$ cat src/rtl/gtli_pkg.sv
/*
  Shared constants and types of the instrument-side bus interface:
  command codes, timing counts, handshake state encodings.
  Assumes a single 10 MHz clock for all logic.
*/
`default_nettype none

package gtli_pkg;

  // ****************************************************
  // Clock and timing
  // ****************************************************
  localparam int CLK_HZ = 10_000_000;
  localparam int SETTLE_NS = 2000;
  localparam int SETTLE_CYC = (SETTLE_NS * (CLK_HZ / 1_000_000) + 999) / 1000;
  localparam int LON_SHOW_MS = 700;
  localparam int LON_SHOW_CYC = LON_SHOW_MS * (CLK_HZ / 1000);
  localparam int LON_CNT_W = 23;

  // ****************************************************
  // Addresses and command codes (7 bits, ATN true)
  // ****************************************************
  localparam logic [6:0] ADDR_MAX = 7'h1E;
  localparam logic [4:0] ADDR_NONE = 5'h1F;
  localparam logic [4:0] ADDR_RESET = 5'h00;
  localparam logic [1:0] GRP_LISTEN = 2'h1;
  localparam logic [1:0] GRP_TALK = 2'h2;
  localparam logic [6:0] CMD_GTL = 7'h01;
  localparam logic [6:0] CMD_SDC = 7'h04;
  localparam logic [6:0] CMD_GET = 7'h08;
  localparam logic [6:0] CMD_DCL = 7'h14;
  localparam logic [6:0] CMD_SPE = 7'h18;
  localparam logic [6:0] CMD_SPD = 7'h19;
  localparam int RQS_BIT = 6;

  // ****************************************************
  // Handshake states
  // ****************************************************
  typedef enum logic [2:0] {
    SRC_IDLE = 3'b001,
    SRC_SETL = 3'b010,
    SRC_DAV = 3'b100
  } gtli_src_t;

  typedef enum logic [2:0] {
    ACP_IDLE = 3'b001,
    ACP_RDY = 3'b010,
    ACP_ACC = 3'b100
  } gtli_acp_t;

endpackage : gtli_pkg

`default_nettype wire

$ cat src/rtl/gtli_timer.sv
/*
  One-shot down counter: a start pulse loads the count, a done pulse
  follows when it runs out. Cancel stops it without a done.
  Assumes asynchronous active-low reset from the top.
*/
`default_nettype none

module gtli_timer #(
  parameter int W = 23,
  parameter int CYCLES = 7_000_000
) (
  input wire logic clk,
  input wire logic rst_n,
  input wire logic start,
  input wire logic cancel,
  output logic done
);

  typedef struct packed {
    logic run;
    logic [W-1:0] cnt;
    logic done;
  } gtli_tmr_t;

  gtli_tmr_t st_ff;
  gtli_tmr_t nxt_st;

  always_comb begin
    nxt_st = st_ff;
    nxt_st.done = 1'b0;
    if (start) begin
      nxt_st.run = 1'b1;
      nxt_st.cnt = W'(CYCLES - 1);
    end else if (cancel) begin
      nxt_st.run = 1'b0;
    end else if (st_ff.run) begin
      if (st_ff.cnt == '0) begin
        nxt_st.run = 1'b0;
        nxt_st.done = 1'b1;
      end else begin
        nxt_st.cnt = st_ff.cnt - 1'b1;
      end
    end
  end

  always_ff @(posedge clk or negedge rst_n) begin
    if (!rst_n) begin
      st_ff <= '0;
    end else begin
      st_ff <= nxt_st;
    end
  end

  assign done = st_ff.done;

endmodule : gtli_timer

`default_nettype wire

$ cat src/rtl/gtli_top.sv
/*
  Instrument-side talker/listener bus interface: source and acceptor
  handshakes, addressing, serial poll, service request, remote/local,
  device clear and trigger, listen-only mode.
  Assumes bus lines are seen in logical sense (1 = true) and that an
  outside transceiver turns each _oe into an open-collector pull-down.
*/
`default_nettype none

// Notes on behaviour
// - Talker places bytes with the three-wire handshake DAV/NRFD/NDAC.
// - Acceptor drives NRFD and NDAC for each byte, commands included.
// - Talker answers serial polls with status; listen addressing drops talk.
// - Listener, with listen-only mode; talk addressing drops listen.
// - Asserts SRQ for service, releases it once polled.
// - Remote/local follows REN and addressing; no local lockout.
// - Never answers a parallel poll; identify drives no data line.
// - Universal and selected device clear both give a clear action.
// - Group trigger while listener starts the trigger action.
// - No controller: ATN, IFC and REN are never driven.
// - Local primary address 0 to 30 compared against address commands.
// - Address value 31 or above selects listen-only mode.
// - Listen-only indication appears about 700 ms after entry.
// - Listen-only accepts all data, performs no talking.
// - Listen command for address n is space plus n.
// - Controller taking the bus pauses a transfer, which resumes later.
// - After power returns, settings reload from backup memory.
// - Service requested on limit, syntax error, setting and scan done.
module gtli_top #(
  parameter int LON_SHOW_CYC = gtli_pkg::LON_SHOW_CYC
) (
  input wire logic clk,
  input wire logic reset_n,
  input wire logic [7:0] dio_in,
  output logic [7:0] dio_out,
  output logic dio_oe,
  input wire logic dav_in,
  output logic dav_out,
  output logic dav_oe,
  input wire logic nrfd_in,
  output logic nrfd_out,
  output logic nrfd_oe,
  input wire logic ndac_in,
  output logic ndac_out,
  output logic ndac_oe,
  input wire logic eoi_in,
  output logic eoi_out,
  output logic eoi_oe,
  output logic srq_out,
  output logic srq_oe,
  input wire logic atn_in,
  input wire logic ifc_in,
  input wire logic ren_in,
  input wire logic [6:0] backup_addr,
  input wire logic [6:0] addr_val,
  input wire logic addr_load,
  input wire logic local_req,
  input wire logic srq_enable,
  input wire logic ev_limit,
  input wire logic ev_syntax,
  input wire logic ev_set_done,
  input wire logic ev_scan_done,
  input wire logic [7:0] status_in,
  input wire logic [7:0] tx_data,
  input wire logic tx_end,
  input wire logic tx_valid,
  output logic tx_ready,
  output logic [7:0] rx_data,
  output logic rx_end,
  output logic rx_valid,
  output logic talker,
  output logic listener,
  output logic remote,
  output logic listen_only,
  output logic lon_shown,
  output logic poll_mode,
  output logic dev_clear,
  output logic dev_trigger
);

  // ****************************************************
  // Reset release
  // ****************************************************
  logic rst_meta_ff;
  logic rst_sync_ff;

  always_ff @(posedge clk or negedge reset_n) begin
    if (!reset_n) begin
      rst_meta_ff <= 1'b0;
      rst_sync_ff <= 1'b0;
    end else begin
      rst_meta_ff <= 1'b1;
      rst_sync_ff <= rst_meta_ff;
    end
  end

  // ****************************************************
  // State
  // ****************************************************
  typedef struct packed {
    gtli_pkg::gtli_src_t src;
    gtli_pkg::gtli_acp_t acp;
    logic loaded;
    logic [4:0] addr;
    logic lon;
    logic lon_shown;
    logic talk;
    logic lstn;
    logic spe;
    logic rem;
    logic rqs;
    logic pend;
    logic poll_byte;
    logic [4:0] settle;
    logic [7:0] dio;
    logic dio_oe;
    logic eoi_oe;
    logic dav_oe;
    logic nrfd_oe;
    logic ndac_oe;
    logic tx_ready;
    logic [7:0] rx_data;
    logic rx_end;
    logic rx_valid;
    logic dev_clear;
    logic dev_trigger;
  } gtli_state_t;

  gtli_state_t st_ff;
  gtli_state_t nxt_st;

  logic lon_start;
  logic lon_cancel;
  logic lon_done;

  gtli_timer #(
    .W(gtli_pkg::LON_CNT_W),
    .CYCLES(LON_SHOW_CYC)
  ) u_lon_timer (
    .clk(clk),
    .rst_n(rst_sync_ff),
    .start(lon_start),
    .cancel(lon_cancel),
    .done(lon_done)
  );

  // ****************************************************
  // Next state
  // ****************************************************
  always_comb begin
    logic [6:0] cmd;
    logic [6:0] new_addr;
    logic new_load;
    logic talk_act;
    logic acp_act;
    logic take;
    logic set_rqs;
    cmd = dio_in[6:0];
    new_addr = addr_val;
    new_load = addr_load;
    talk_act = 1'b0;
    acp_act = 1'b0;
    take = 1'b0;
    set_rqs = 1'b0;
    nxt_st = st_ff;
    nxt_st.rx_valid = 1'b0;
    nxt_st.dev_clear = 1'b0;
    nxt_st.dev_trigger = 1'b0;
    lon_start = 1'b0;
    lon_cancel = 1'b0;

    // Backup value is taken once, on the first cycle after release
    if (!st_ff.loaded) begin
      nxt_st.loaded = 1'b1;
      new_addr = backup_addr;
      new_load = 1'b1;
    end

    if (new_load) begin
      if (new_addr > gtli_pkg::ADDR_MAX) begin
        nxt_st.lon = 1'b1;
        nxt_st.talk = 1'b0;
        nxt_st.lstn = 1'b1;
        lon_start = !st_ff.lon;
      end else begin
        nxt_st.addr = new_addr[4:0];
        nxt_st.lon = 1'b0;
        nxt_st.lon_shown = 1'b0;
        lon_cancel = 1'b1;
        if (st_ff.lon) begin
          nxt_st.lstn = 1'b0;
        end
      end
    end
    if (lon_done) begin
      nxt_st.lon_shown = 1'b1;
    end

    // ----------------------------------------------------
    // Acceptor handshake
    // ----------------------------------------------------
    acp_act = atn_in | st_ff.lstn | st_ff.lon;
    unique case (st_ff.acp)
      gtli_pkg::ACP_IDLE: begin
        nxt_st.nrfd_oe = 1'b0;
        nxt_st.ndac_oe = 1'b0;
        if (acp_act) begin
          nxt_st.ndac_oe = 1'b1;
          nxt_st.acp = gtli_pkg::ACP_RDY;
        end
      end
      gtli_pkg::ACP_RDY: begin
        if (!acp_act) begin
          nxt_st.ndac_oe = 1'b0;
          nxt_st.acp = gtli_pkg::ACP_IDLE;
        end else if (dav_in) begin
          nxt_st.nrfd_oe = 1'b1;
          nxt_st.ndac_oe = 1'b0;
          nxt_st.acp = gtli_pkg::ACP_ACC;
          if (atn_in) begin
            // Address groups use the low five bits for the device number
            if (cmd[6:5] == gtli_pkg::GRP_LISTEN) begin
              if (cmd[4:0] == gtli_pkg::ADDR_NONE) begin
                nxt_st.lstn = st_ff.lon;
              end else if (cmd[4:0] == st_ff.addr && !st_ff.lon) begin
                nxt_st.lstn = 1'b1;
                nxt_st.talk = 1'b0;
                if (ren_in) begin
                  nxt_st.rem = 1'b1;
                end
              end
            end else if (cmd[6:5] == gtli_pkg::GRP_TALK) begin
              if (cmd[4:0] == st_ff.addr && cmd[4:0] != gtli_pkg::ADDR_NONE
                  && !st_ff.lon) begin
                nxt_st.talk = 1'b1;
                nxt_st.lstn = 1'b0;
              end else begin
                nxt_st.talk = 1'b0;
              end
            end else if (cmd == gtli_pkg::CMD_DCL
                         || (cmd == gtli_pkg::CMD_SDC && st_ff.lstn)) begin
              nxt_st.dev_clear = 1'b1;
              nxt_st.rqs = 1'b0;
            end else if (cmd == gtli_pkg::CMD_GET && st_ff.lstn) begin
              nxt_st.dev_trigger = 1'b1;
              nxt_st.rqs = 1'b0;
            end else if (cmd == gtli_pkg::CMD_GTL && st_ff.lstn) begin
              nxt_st.rem = 1'b0;
            end else if (cmd == gtli_pkg::CMD_SPE) begin
              nxt_st.spe = 1'b1;
            end else if (cmd == gtli_pkg::CMD_SPD) begin
              nxt_st.spe = 1'b0;
            end
          end else if (st_ff.lstn || st_ff.lon) begin
            nxt_st.rx_data = dio_in;
            nxt_st.rx_end = eoi_in;
            nxt_st.rx_valid = 1'b1;
          end
        end
      end
      gtli_pkg::ACP_ACC: begin
        if (!dav_in) begin
          nxt_st.nrfd_oe = 1'b0;
          nxt_st.ndac_oe = acp_act;
          nxt_st.acp = acp_act ? gtli_pkg::ACP_RDY : gtli_pkg::ACP_IDLE;
        end
      end
      default: begin
        nxt_st.acp = gtli_pkg::ACP_IDLE;
      end
    endcase

    // Local key and REN; there is no lockout state to block the key
    if (!ren_in || local_req) begin
      nxt_st.rem = 1'b0;
    end
    if (ifc_in) begin
      nxt_st.talk = 1'b0;
      nxt_st.lstn = st_ff.lon;
      nxt_st.spe = 1'b0;
    end

    // ----------------------------------------------------
    // Source handshake; ATN, or EOI with ATN, stops all driving
    // ----------------------------------------------------
    talk_act = st_ff.talk && !st_ff.lon && !atn_in && !ifc_in;
    take = tx_valid && st_ff.tx_ready && talk_act && !st_ff.spe;
    nxt_st.tx_ready = 1'b0;
    unique case (st_ff.src)
      gtli_pkg::SRC_IDLE: begin
        nxt_st.dio_oe = 1'b0;
        nxt_st.eoi_oe = 1'b0;
        nxt_st.dav_oe = 1'b0;
        if (talk_act && st_ff.spe) begin
          nxt_st.dio = status_in;
          nxt_st.dio[gtli_pkg::RQS_BIT] = st_ff.rqs;
          nxt_st.poll_byte = 1'b1;
          nxt_st.settle = 5'(gtli_pkg::SETTLE_CYC);
          nxt_st.src = gtli_pkg::SRC_SETL;
        end else if (talk_act && st_ff.pend) begin
          nxt_st.settle = 5'(gtli_pkg::SETTLE_CYC);
          nxt_st.src = gtli_pkg::SRC_SETL;
        end else if (take) begin
          nxt_st.dio = tx_data;
          nxt_st.pend = 1'b1;
          nxt_st.poll_byte = 1'b0;
          nxt_st.eoi_oe = 1'b0;
          nxt_st.settle = 5'(gtli_pkg::SETTLE_CYC);
          nxt_st.src = gtli_pkg::SRC_SETL;
        end else begin
          nxt_st.tx_ready = talk_act && !st_ff.spe;
        end
      end
      gtli_pkg::SRC_SETL: begin
        nxt_st.dio_oe = 1'b1;
        nxt_st.eoi_oe = st_ff.pend && !st_ff.poll_byte && tx_end;
        if (st_ff.settle != '0) begin
          nxt_st.settle = st_ff.settle - 1'b1;
        end else if (!nrfd_in) begin
          nxt_st.dav_oe = 1'b1;
          nxt_st.src = gtli_pkg::SRC_DAV;
        end
      end
      gtli_pkg::SRC_DAV: begin
        if (!ndac_in) begin
          nxt_st.dav_oe = 1'b0;
          nxt_st.dio_oe = 1'b0;
          nxt_st.eoi_oe = 1'b0;
          nxt_st.pend = 1'b0;
          nxt_st.src = gtli_pkg::SRC_IDLE;
          if (st_ff.poll_byte) begin
            nxt_st.rqs = 1'b0;
          end
        end
      end
      default: begin
        nxt_st.src = gtli_pkg::SRC_IDLE;
      end
    endcase
    // Held byte stays pending and is sent again once ATN falls
    if (!talk_act && st_ff.src != gtli_pkg::SRC_IDLE) begin
      nxt_st.dav_oe = 1'b0;
      nxt_st.dio_oe = 1'b0;
      nxt_st.eoi_oe = 1'b0;
      nxt_st.src = gtli_pkg::SRC_IDLE;
    end
    if (!st_ff.talk || st_ff.lon || ifc_in) begin
      nxt_st.pend = 1'b0;
    end

    // Service request; a new event wins over a clear in the same cycle
    set_rqs = srq_enable && (ev_limit || ev_syntax || ev_set_done || ev_scan_done);
    if (set_rqs) begin
      nxt_st.rqs = 1'b1;
    end
  end

  always_ff @(posedge clk or negedge rst_sync_ff) begin
    if (!rst_sync_ff) begin
      st_ff <= '{
        src: gtli_pkg::SRC_IDLE,
        acp: gtli_pkg::ACP_IDLE,
        addr: gtli_pkg::ADDR_RESET,
        settle: 5'h00,
        dio: 8'h00,
        rx_data: 8'h00,
        default: 1'b0
      };
    end else begin
      st_ff <= nxt_st;
    end
  end

  // ****************************************************
  // Outputs; ATN, IFC and REN have no drivers here
  // ****************************************************
  assign dio_out = st_ff.dio;
  assign dio_oe = st_ff.dio_oe;
  assign dav_out = st_ff.dav_oe;
  assign dav_oe = st_ff.dav_oe;
  assign nrfd_out = st_ff.nrfd_oe;
  assign nrfd_oe = st_ff.nrfd_oe;
  assign ndac_out = st_ff.ndac_oe;
  assign ndac_oe = st_ff.ndac_oe;
  assign eoi_out = st_ff.eoi_oe;
  assign eoi_oe = st_ff.eoi_oe;
  assign srq_out = st_ff.rqs;
  assign srq_oe = st_ff.rqs;
  assign tx_ready = st_ff.tx_ready;
  assign rx_data = st_ff.rx_data;
  assign rx_end = st_ff.rx_end;
  assign rx_valid = st_ff.rx_valid;
  assign talker = st_ff.talk;
  assign listener = st_ff.lstn;
  assign remote = st_ff.rem;
  assign listen_only = st_ff.lon;
  assign lon_shown = st_ff.lon_shown;
  assign poll_mode = st_ff.spe;
  assign dev_clear = st_ff.dev_clear;
  assign dev_trigger = st_ff.dev_trigger;

endmodule : gtli_top

`default_nettype wire
$ cat config.mk
export PLATFORM = sky130hd
export DESIGN_NAME = gtli_top
export DESIGN_NICKNAME = d
export VERILOG_FILES = /design/src/rtl/gtli_pkg.sv /design/src/rtl/gtli_timer.sv /design/src/rtl/gtli_top.sv
export SDC_FILE = /design/constraint.sdc
export NUM_CORES = 1
export LEC_CHECK = 0
export BUFFER_PORTS_ARGS = -buffer_cell sky130_fd_sc_hd__buf_2
export CAP_MARGIN = 20
export CORE_MARGIN = 5
export CORE_UTILIZATION = 53
export CTS_CLUSTER_DIAMETER = 30
export DETAILED_ROUTE_END_ITERATION = 8
export GPL_TIMING_DRIVEN = 0
export PLACE_DENSITY = 0.76
export SYNTH_ARGS = -nofsm -noshare
export SYNTH_HDL_FRONTEND = slang
export SYNTH_SLANG_ARGS = --single-unit
export TNS_END_PERCENT = 10
$ cat constraint.sdc
create_clock -name clk -period 7 [get_ports clk]
set_input_delay 0.35 -clock clk [delete_from_list [all_inputs] [get_ports clk]]
set_output_delay 0.35 -clock clk [all_outputs]
set_load 0.01 [all_outputs]
==> metrics.txt <==
# TYPE chip_impl_metric gauge
chip_impl_metric{name="die_h",unit="um"} 100.2
chip_impl_metric{name="detail_route.wirelength",unit="mm"} 9.913
chip_impl_metric{name="num_io_pins",unit=""} 94
chip_impl_metric{name="synth_edf_count",unit=""} 0
chip_impl_metric{name="final_nets",unit=""} 612
chip_impl_metric{name="grt_first_pass_wirelength",unit="mm"} 16.70
chip_impl_metric{name="clk_pin_slew",unit="ns"} 0.08
chip_impl_metric{name="seq_cells_post_synth",unit=""} 79
chip_impl_metric{name="cts.repair.resized",unit=""} 0
chip_impl_metric{name="number_of_global_route_vias_before_repair",unit=""} 3610
chip_impl_metric{name="slew_violations",unit=""} 0
chip_impl_metric{name="async_flop_share",unit="%"} 100.0
chip_impl_info{name="yosysMostFrequentCell",value="dfrtp_1"} 1
chip_impl_info{name="timing.critical_path.to_type",value="register"} 1
chip_impl_metric{name="crit_arrival",unit="ns"} 2.64
chip_impl_metric{name="layout-drive-gt1-share",unit="%"} 28.85
chip_impl_metric{name="ratio_of_total_power_to_cell_area",unit="mW/mm2"} 231.7
chip_impl_metric{name="number_of_non_filler_instances_in_the_completed_layout",unit=""} 663
chip_impl_metric{name="post_synth_num_cell_types",unit=""} 66
chip_impl_info{name="critical_path.startpoint",value="st_ff[45]"} 1
chip_impl_metric{name="critical_path_peak_fanout",unit=""} 10
chip_impl_metric{name="number_of_remaining_drc_errors",unit=""} 0
chip_impl_metric{name="final_critical_path_setup_slack",unit="ns"} 4.547
chip_impl_metric{name="timing.fmax",unit="MHz"} 407.6
chip_impl_metric{name="clock_sinks",unit=""} 79
chip_impl_metric{name="slew-limit-headroom",unit="%"} 45.44
chip_impl_metric{name="final_min_period_over_clock_period",unit="%"} 35.05
chip_impl_info{name="worst_hold_path_type",value="input pin to register"} 1
chip_impl_metric{name="pwr-share-seq",unit="%"} 47.8
chip_impl_metric{name="power_consumption",unit="uW"} 1188
chip_impl_metric{name="syn_to_final_growth",unit="%"} 18.81
chip_impl_metric{name="power.share.clock",unit="%"} 27.7
chip_impl_metric{name="gr-total-overflow",unit=""} 0
chip_impl_metric{name="place_worst_setup_slack",unit="ns"} 4.507
chip_impl_info{name="crit_path_end",value="u_lon_timer.st_ff[5]"} 1
chip_impl_metric{name="synthesis.area_per_instance",unit="um2"} 9.593
chip_impl_metric{name="placementRows",unit=""} 33
chip_impl_metric{name="postCtsSetupRepairBufs",unit=""} 0
chip_impl_info{name="most_area_hungry_cell_type_in_the_yosys_netlist",value="dfrtp_1"} 1
chip_impl_metric{name="netlist_area",unit="mm2"} 0.004317
chip_impl_metric{name="cts.hold.buffers_added",unit=""} 1
chip_impl_metric{name="rrSetupSlack",unit="ns"} 4.55
chip_impl_metric{name="yosysSeqAreaShare",unit="%"} 45.86
chip_impl_info{name="outcome",value="finished clean"} 1
chip_impl_metric{name="worst_pin_slew",unit="ns"} 0.8099
chip_impl_info{name="cts_tree",value="done"} 1
chip_impl_metric{name="antenna-diode-count",unit=""} 0
chip_impl_metric{name="synthesis.yosys.warnings",unit=""} 0
chip_impl_info{name="root_buffer",value="clkbuf_8"} 1
chip_impl_metric{name="net-switching-power",unit="uW"} 356.7
chip_impl_info{name="synthFlopType",value="dfrtp_1"} 1
chip_impl_metric{name="final.setup_skew",unit="ns"} 0.006033
chip_impl_metric{name="port_buffers",unit=""} 89
chip_impl_metric{name="timing.reg2reg.worst_path_depth",unit=""} 6
chip_impl_metric{name="number_of_cells_in_the_design_after_placement",unit=""} 646
chip_impl_metric{name="drt.antenna.violating_nets",unit=""} 0
chip_impl_metric{name="groute.usage.overall",unit="%"} 20.41
chip_impl_metric{name="power.share.combinational",unit="%"} 24.5
chip_impl_metric{name="cts_buffers",unit=""} 9
chip_impl_metric{name="internal-power",unit="uW"} 831.6
chip_impl_metric{name="finalCriticalPeriod",unit="ns"} 2.453
chip_impl_info{name="synth_commonest_cells",value="dfrtp_1 (77), nand2_1 (39), nor2_1 (38), o21ai_0 (35), buf_4 (22)"} 1
chip_impl_metric{name="totalNegativeSetupSlack",unit="ns"} 0
chip_impl_metric{name="vias",unit=""} 3759
chip_impl_metric{name="critical_path_required",unit="ns"} 7.19
chip_impl_metric{name="number_of_antenna_violations_at_the_first_check_in_global_routing",unit=""} 0
chip_impl_metric{name="post_detail_place_hpwl",unit="mm"} 7.512
chip_impl_info{name="rsz0062_at_grt",value="false"} 1
chip_impl_info{name="r2r_path_start",value="st_ff[45]"} 1
chip_impl_metric{name="synth_cells",unit=""} 450
chip_impl_info{name="worst_r2r_endpoint",value="u_lon_timer.st_ff[5]"} 1
chip_impl_metric{name="final.fill_count",unit=""} 701
chip_impl_metric{name="report.final.hold_viol_count",unit=""} 0
chip_impl_metric{name="dr.pass1.iters",unit=""} 4
chip_impl_metric{name="grt_start_max_net_pins",unit=""} 51
chip_impl_info{name="timing.critical_path.from_type",value="register"} 1
chip_impl_metric{name="die_width",unit="um"} 100.2
chip_impl_metric{name="floorplan.die_area",unit="mm2"} 0.01005
chip_impl_metric{name="power.ir.vdd_worst",unit="uV"} 105.6
chip_impl_metric{name="globalplace.congestion",unit=""} 0.8986
chip_impl_info{name="synthTopCellsByArea",value="dfrtp_1 (45%), mux2i_1 (4.6%), o21ai_0 (4.1%)"} 1
chip_impl_metric{name="power_switching_share",unit="%"} 30.02
chip_impl_metric{name="drt_first_iter_violations",unit=""} 167
chip_impl_metric{name="synth_top_area_share",unit="%"} 44.64
chip_impl_metric{name="wl_per_cell",unit="um"} 14.95
chip_impl_metric{name="route.detailed.vias_per_inst",unit=""} 5.670
chip_impl_info{name="path_class",value="register to register"} 1
chip_impl_metric{name="clkLatencyLatePin",unit="ns"} 0.34
chip_impl_metric{name="max_cap_violations",unit=""} 0
chip_impl_metric{name="cts_max_path_buffers",unit=""} 2
chip_impl_metric{name="floorplan.initialDensity",unit="%"} 53.34
chip_impl_metric{name="setup-violations-final",unit=""} 0
chip_impl_metric{name="p_leak",unit="uW"} 0.002333
chip_impl_metric{name="ctsHtreeMaxLevel",unit=""} 3
chip_impl_metric{name="core",unit="mm2"} 0.008093
[layout make-up]
class                           instances  area [um2]  share of cell area (%)
Multi-Input combinational cell        327        2086                   40.67
Sequential cell                        79        1983                   38.67
Timing Repair Buffer                   91       483.0                   9.417
Buffer                                 38       229.0                   4.465
Clock buffer                           11       131.4                   2.562
Tap cell                              105       131.4                   2.562
Clock inverter                          5       58.81                   1.147
Inverter                                7       26.28                  0.5123
[flip-flops by register name, indices dropped and copies added (netlist names), 8 cells and up]
| signal | flops |
|---|---|
| dio_out | 8 |
| rx_data | 8 |
| st_ff | 19 |
| u_lon_timer.st_ff | 24 |
[per-layer routing]
metal,global-route usage [%],wire [um],vias up,part of all wire [%]
met1,27.35,4381,1807,44
met5,0,0,-,0
met4,5.699,98,0,0.99
li1,-,-,1839,-
met3,4.656,652,9,6.6
met2,33.33,4781,104,48
[kinds of logic (layout without fill, tap and decap cells)]
logic type | after synthesis | in the layout | synth area share (%)
DFF | 79 | 79 | 45.86
other | 1 | 2 | 0.08687
AOI/OAI and AO/OA | 101 | 101 | 14.70
xor gates and xnor gates | 7 | 7 | 1.420
buffers and inverters | 45 | 152 | 5.913
muxes | 30 | 30 | 7.246
and+or+nand+nor | 184 | 184 | 23.91
adders and majority gates | 3 | 3 | 0.8697
[worst max-delay path, stage by stage (launching register included)]
cell and delay, ns:
dfrtp_1 0.40, buf_4 0.18, nor3_1 0.26, nor2_1 0.12
o21ai_0 0.66, clkbuf_1 0.47, o21ai_0 0.20
[through the flow]
stage | utilization [%] | area [um2] | hold slack (ns)
3_3_place_gp | 60.51 | 4897 | 0.1352
3_5_place_dp | 60.90 | 4928 | 0.1395
4_1_cts | 63.37 | 5129 | 0.2246
5_1_grt | 63.37 | 5129 | 0.2184
2_1_floorplan | - | 4320 | 0.05441
6_report | 63.37 | 5129 | 0.2360
[worst min-delay path by stage]
stage,slack [ns],depth (start not counted),start,endpoint
4_1_cts,0.22,3,srq_enable,srq_oe
6_report,0.24,3,srq_enable,srq_oe
5_1_grt,0.22,2,dio_in[7],rx_data[7]
2_1_floorplan,0.05,0,reset_n,rst_meta_ff
3_3_place_gp,0.14,1,reset_n,rst_meta_ff
3_5_place_dp,0.14,1,reset_n,rst_meta_ff
[power groups by stage]
| stage | clock [uW] | combinational [uW] | sequential [uW] |
|---|---|---|---|
| after CTS | 338 | 294 | 569 |
| final | 329 | 291 | 569 |
| after detailed placement | 0 | 292 | 577 |
| after global routing | 360 | 323 | 577 |
| after floorplan | 0 | 195 | 570 |
| after global placement | 0 | 273 | 578 |
[cells in the final DEF (no fill, tap or decap), drive strengths merged, types with 5 or more instances in the layout]
cell type,count
buf,116
dfrtp,77
nand2,39
o21ai,39
nor2,38
clkbuf,23
mux2i,20
a21oi,19
nor3,17
nand3,15
mux2,10
o31ai,9
nor4,8
or4,8
inv,7
xor2,7
and3,6
nor2b,6
and2,6
nand2b,5
nor3b,5
o211ai,5
a31oi,5
nand4,5
or3b,5
or3,5
Note: power is estimated with default switching activity, not from simulation.
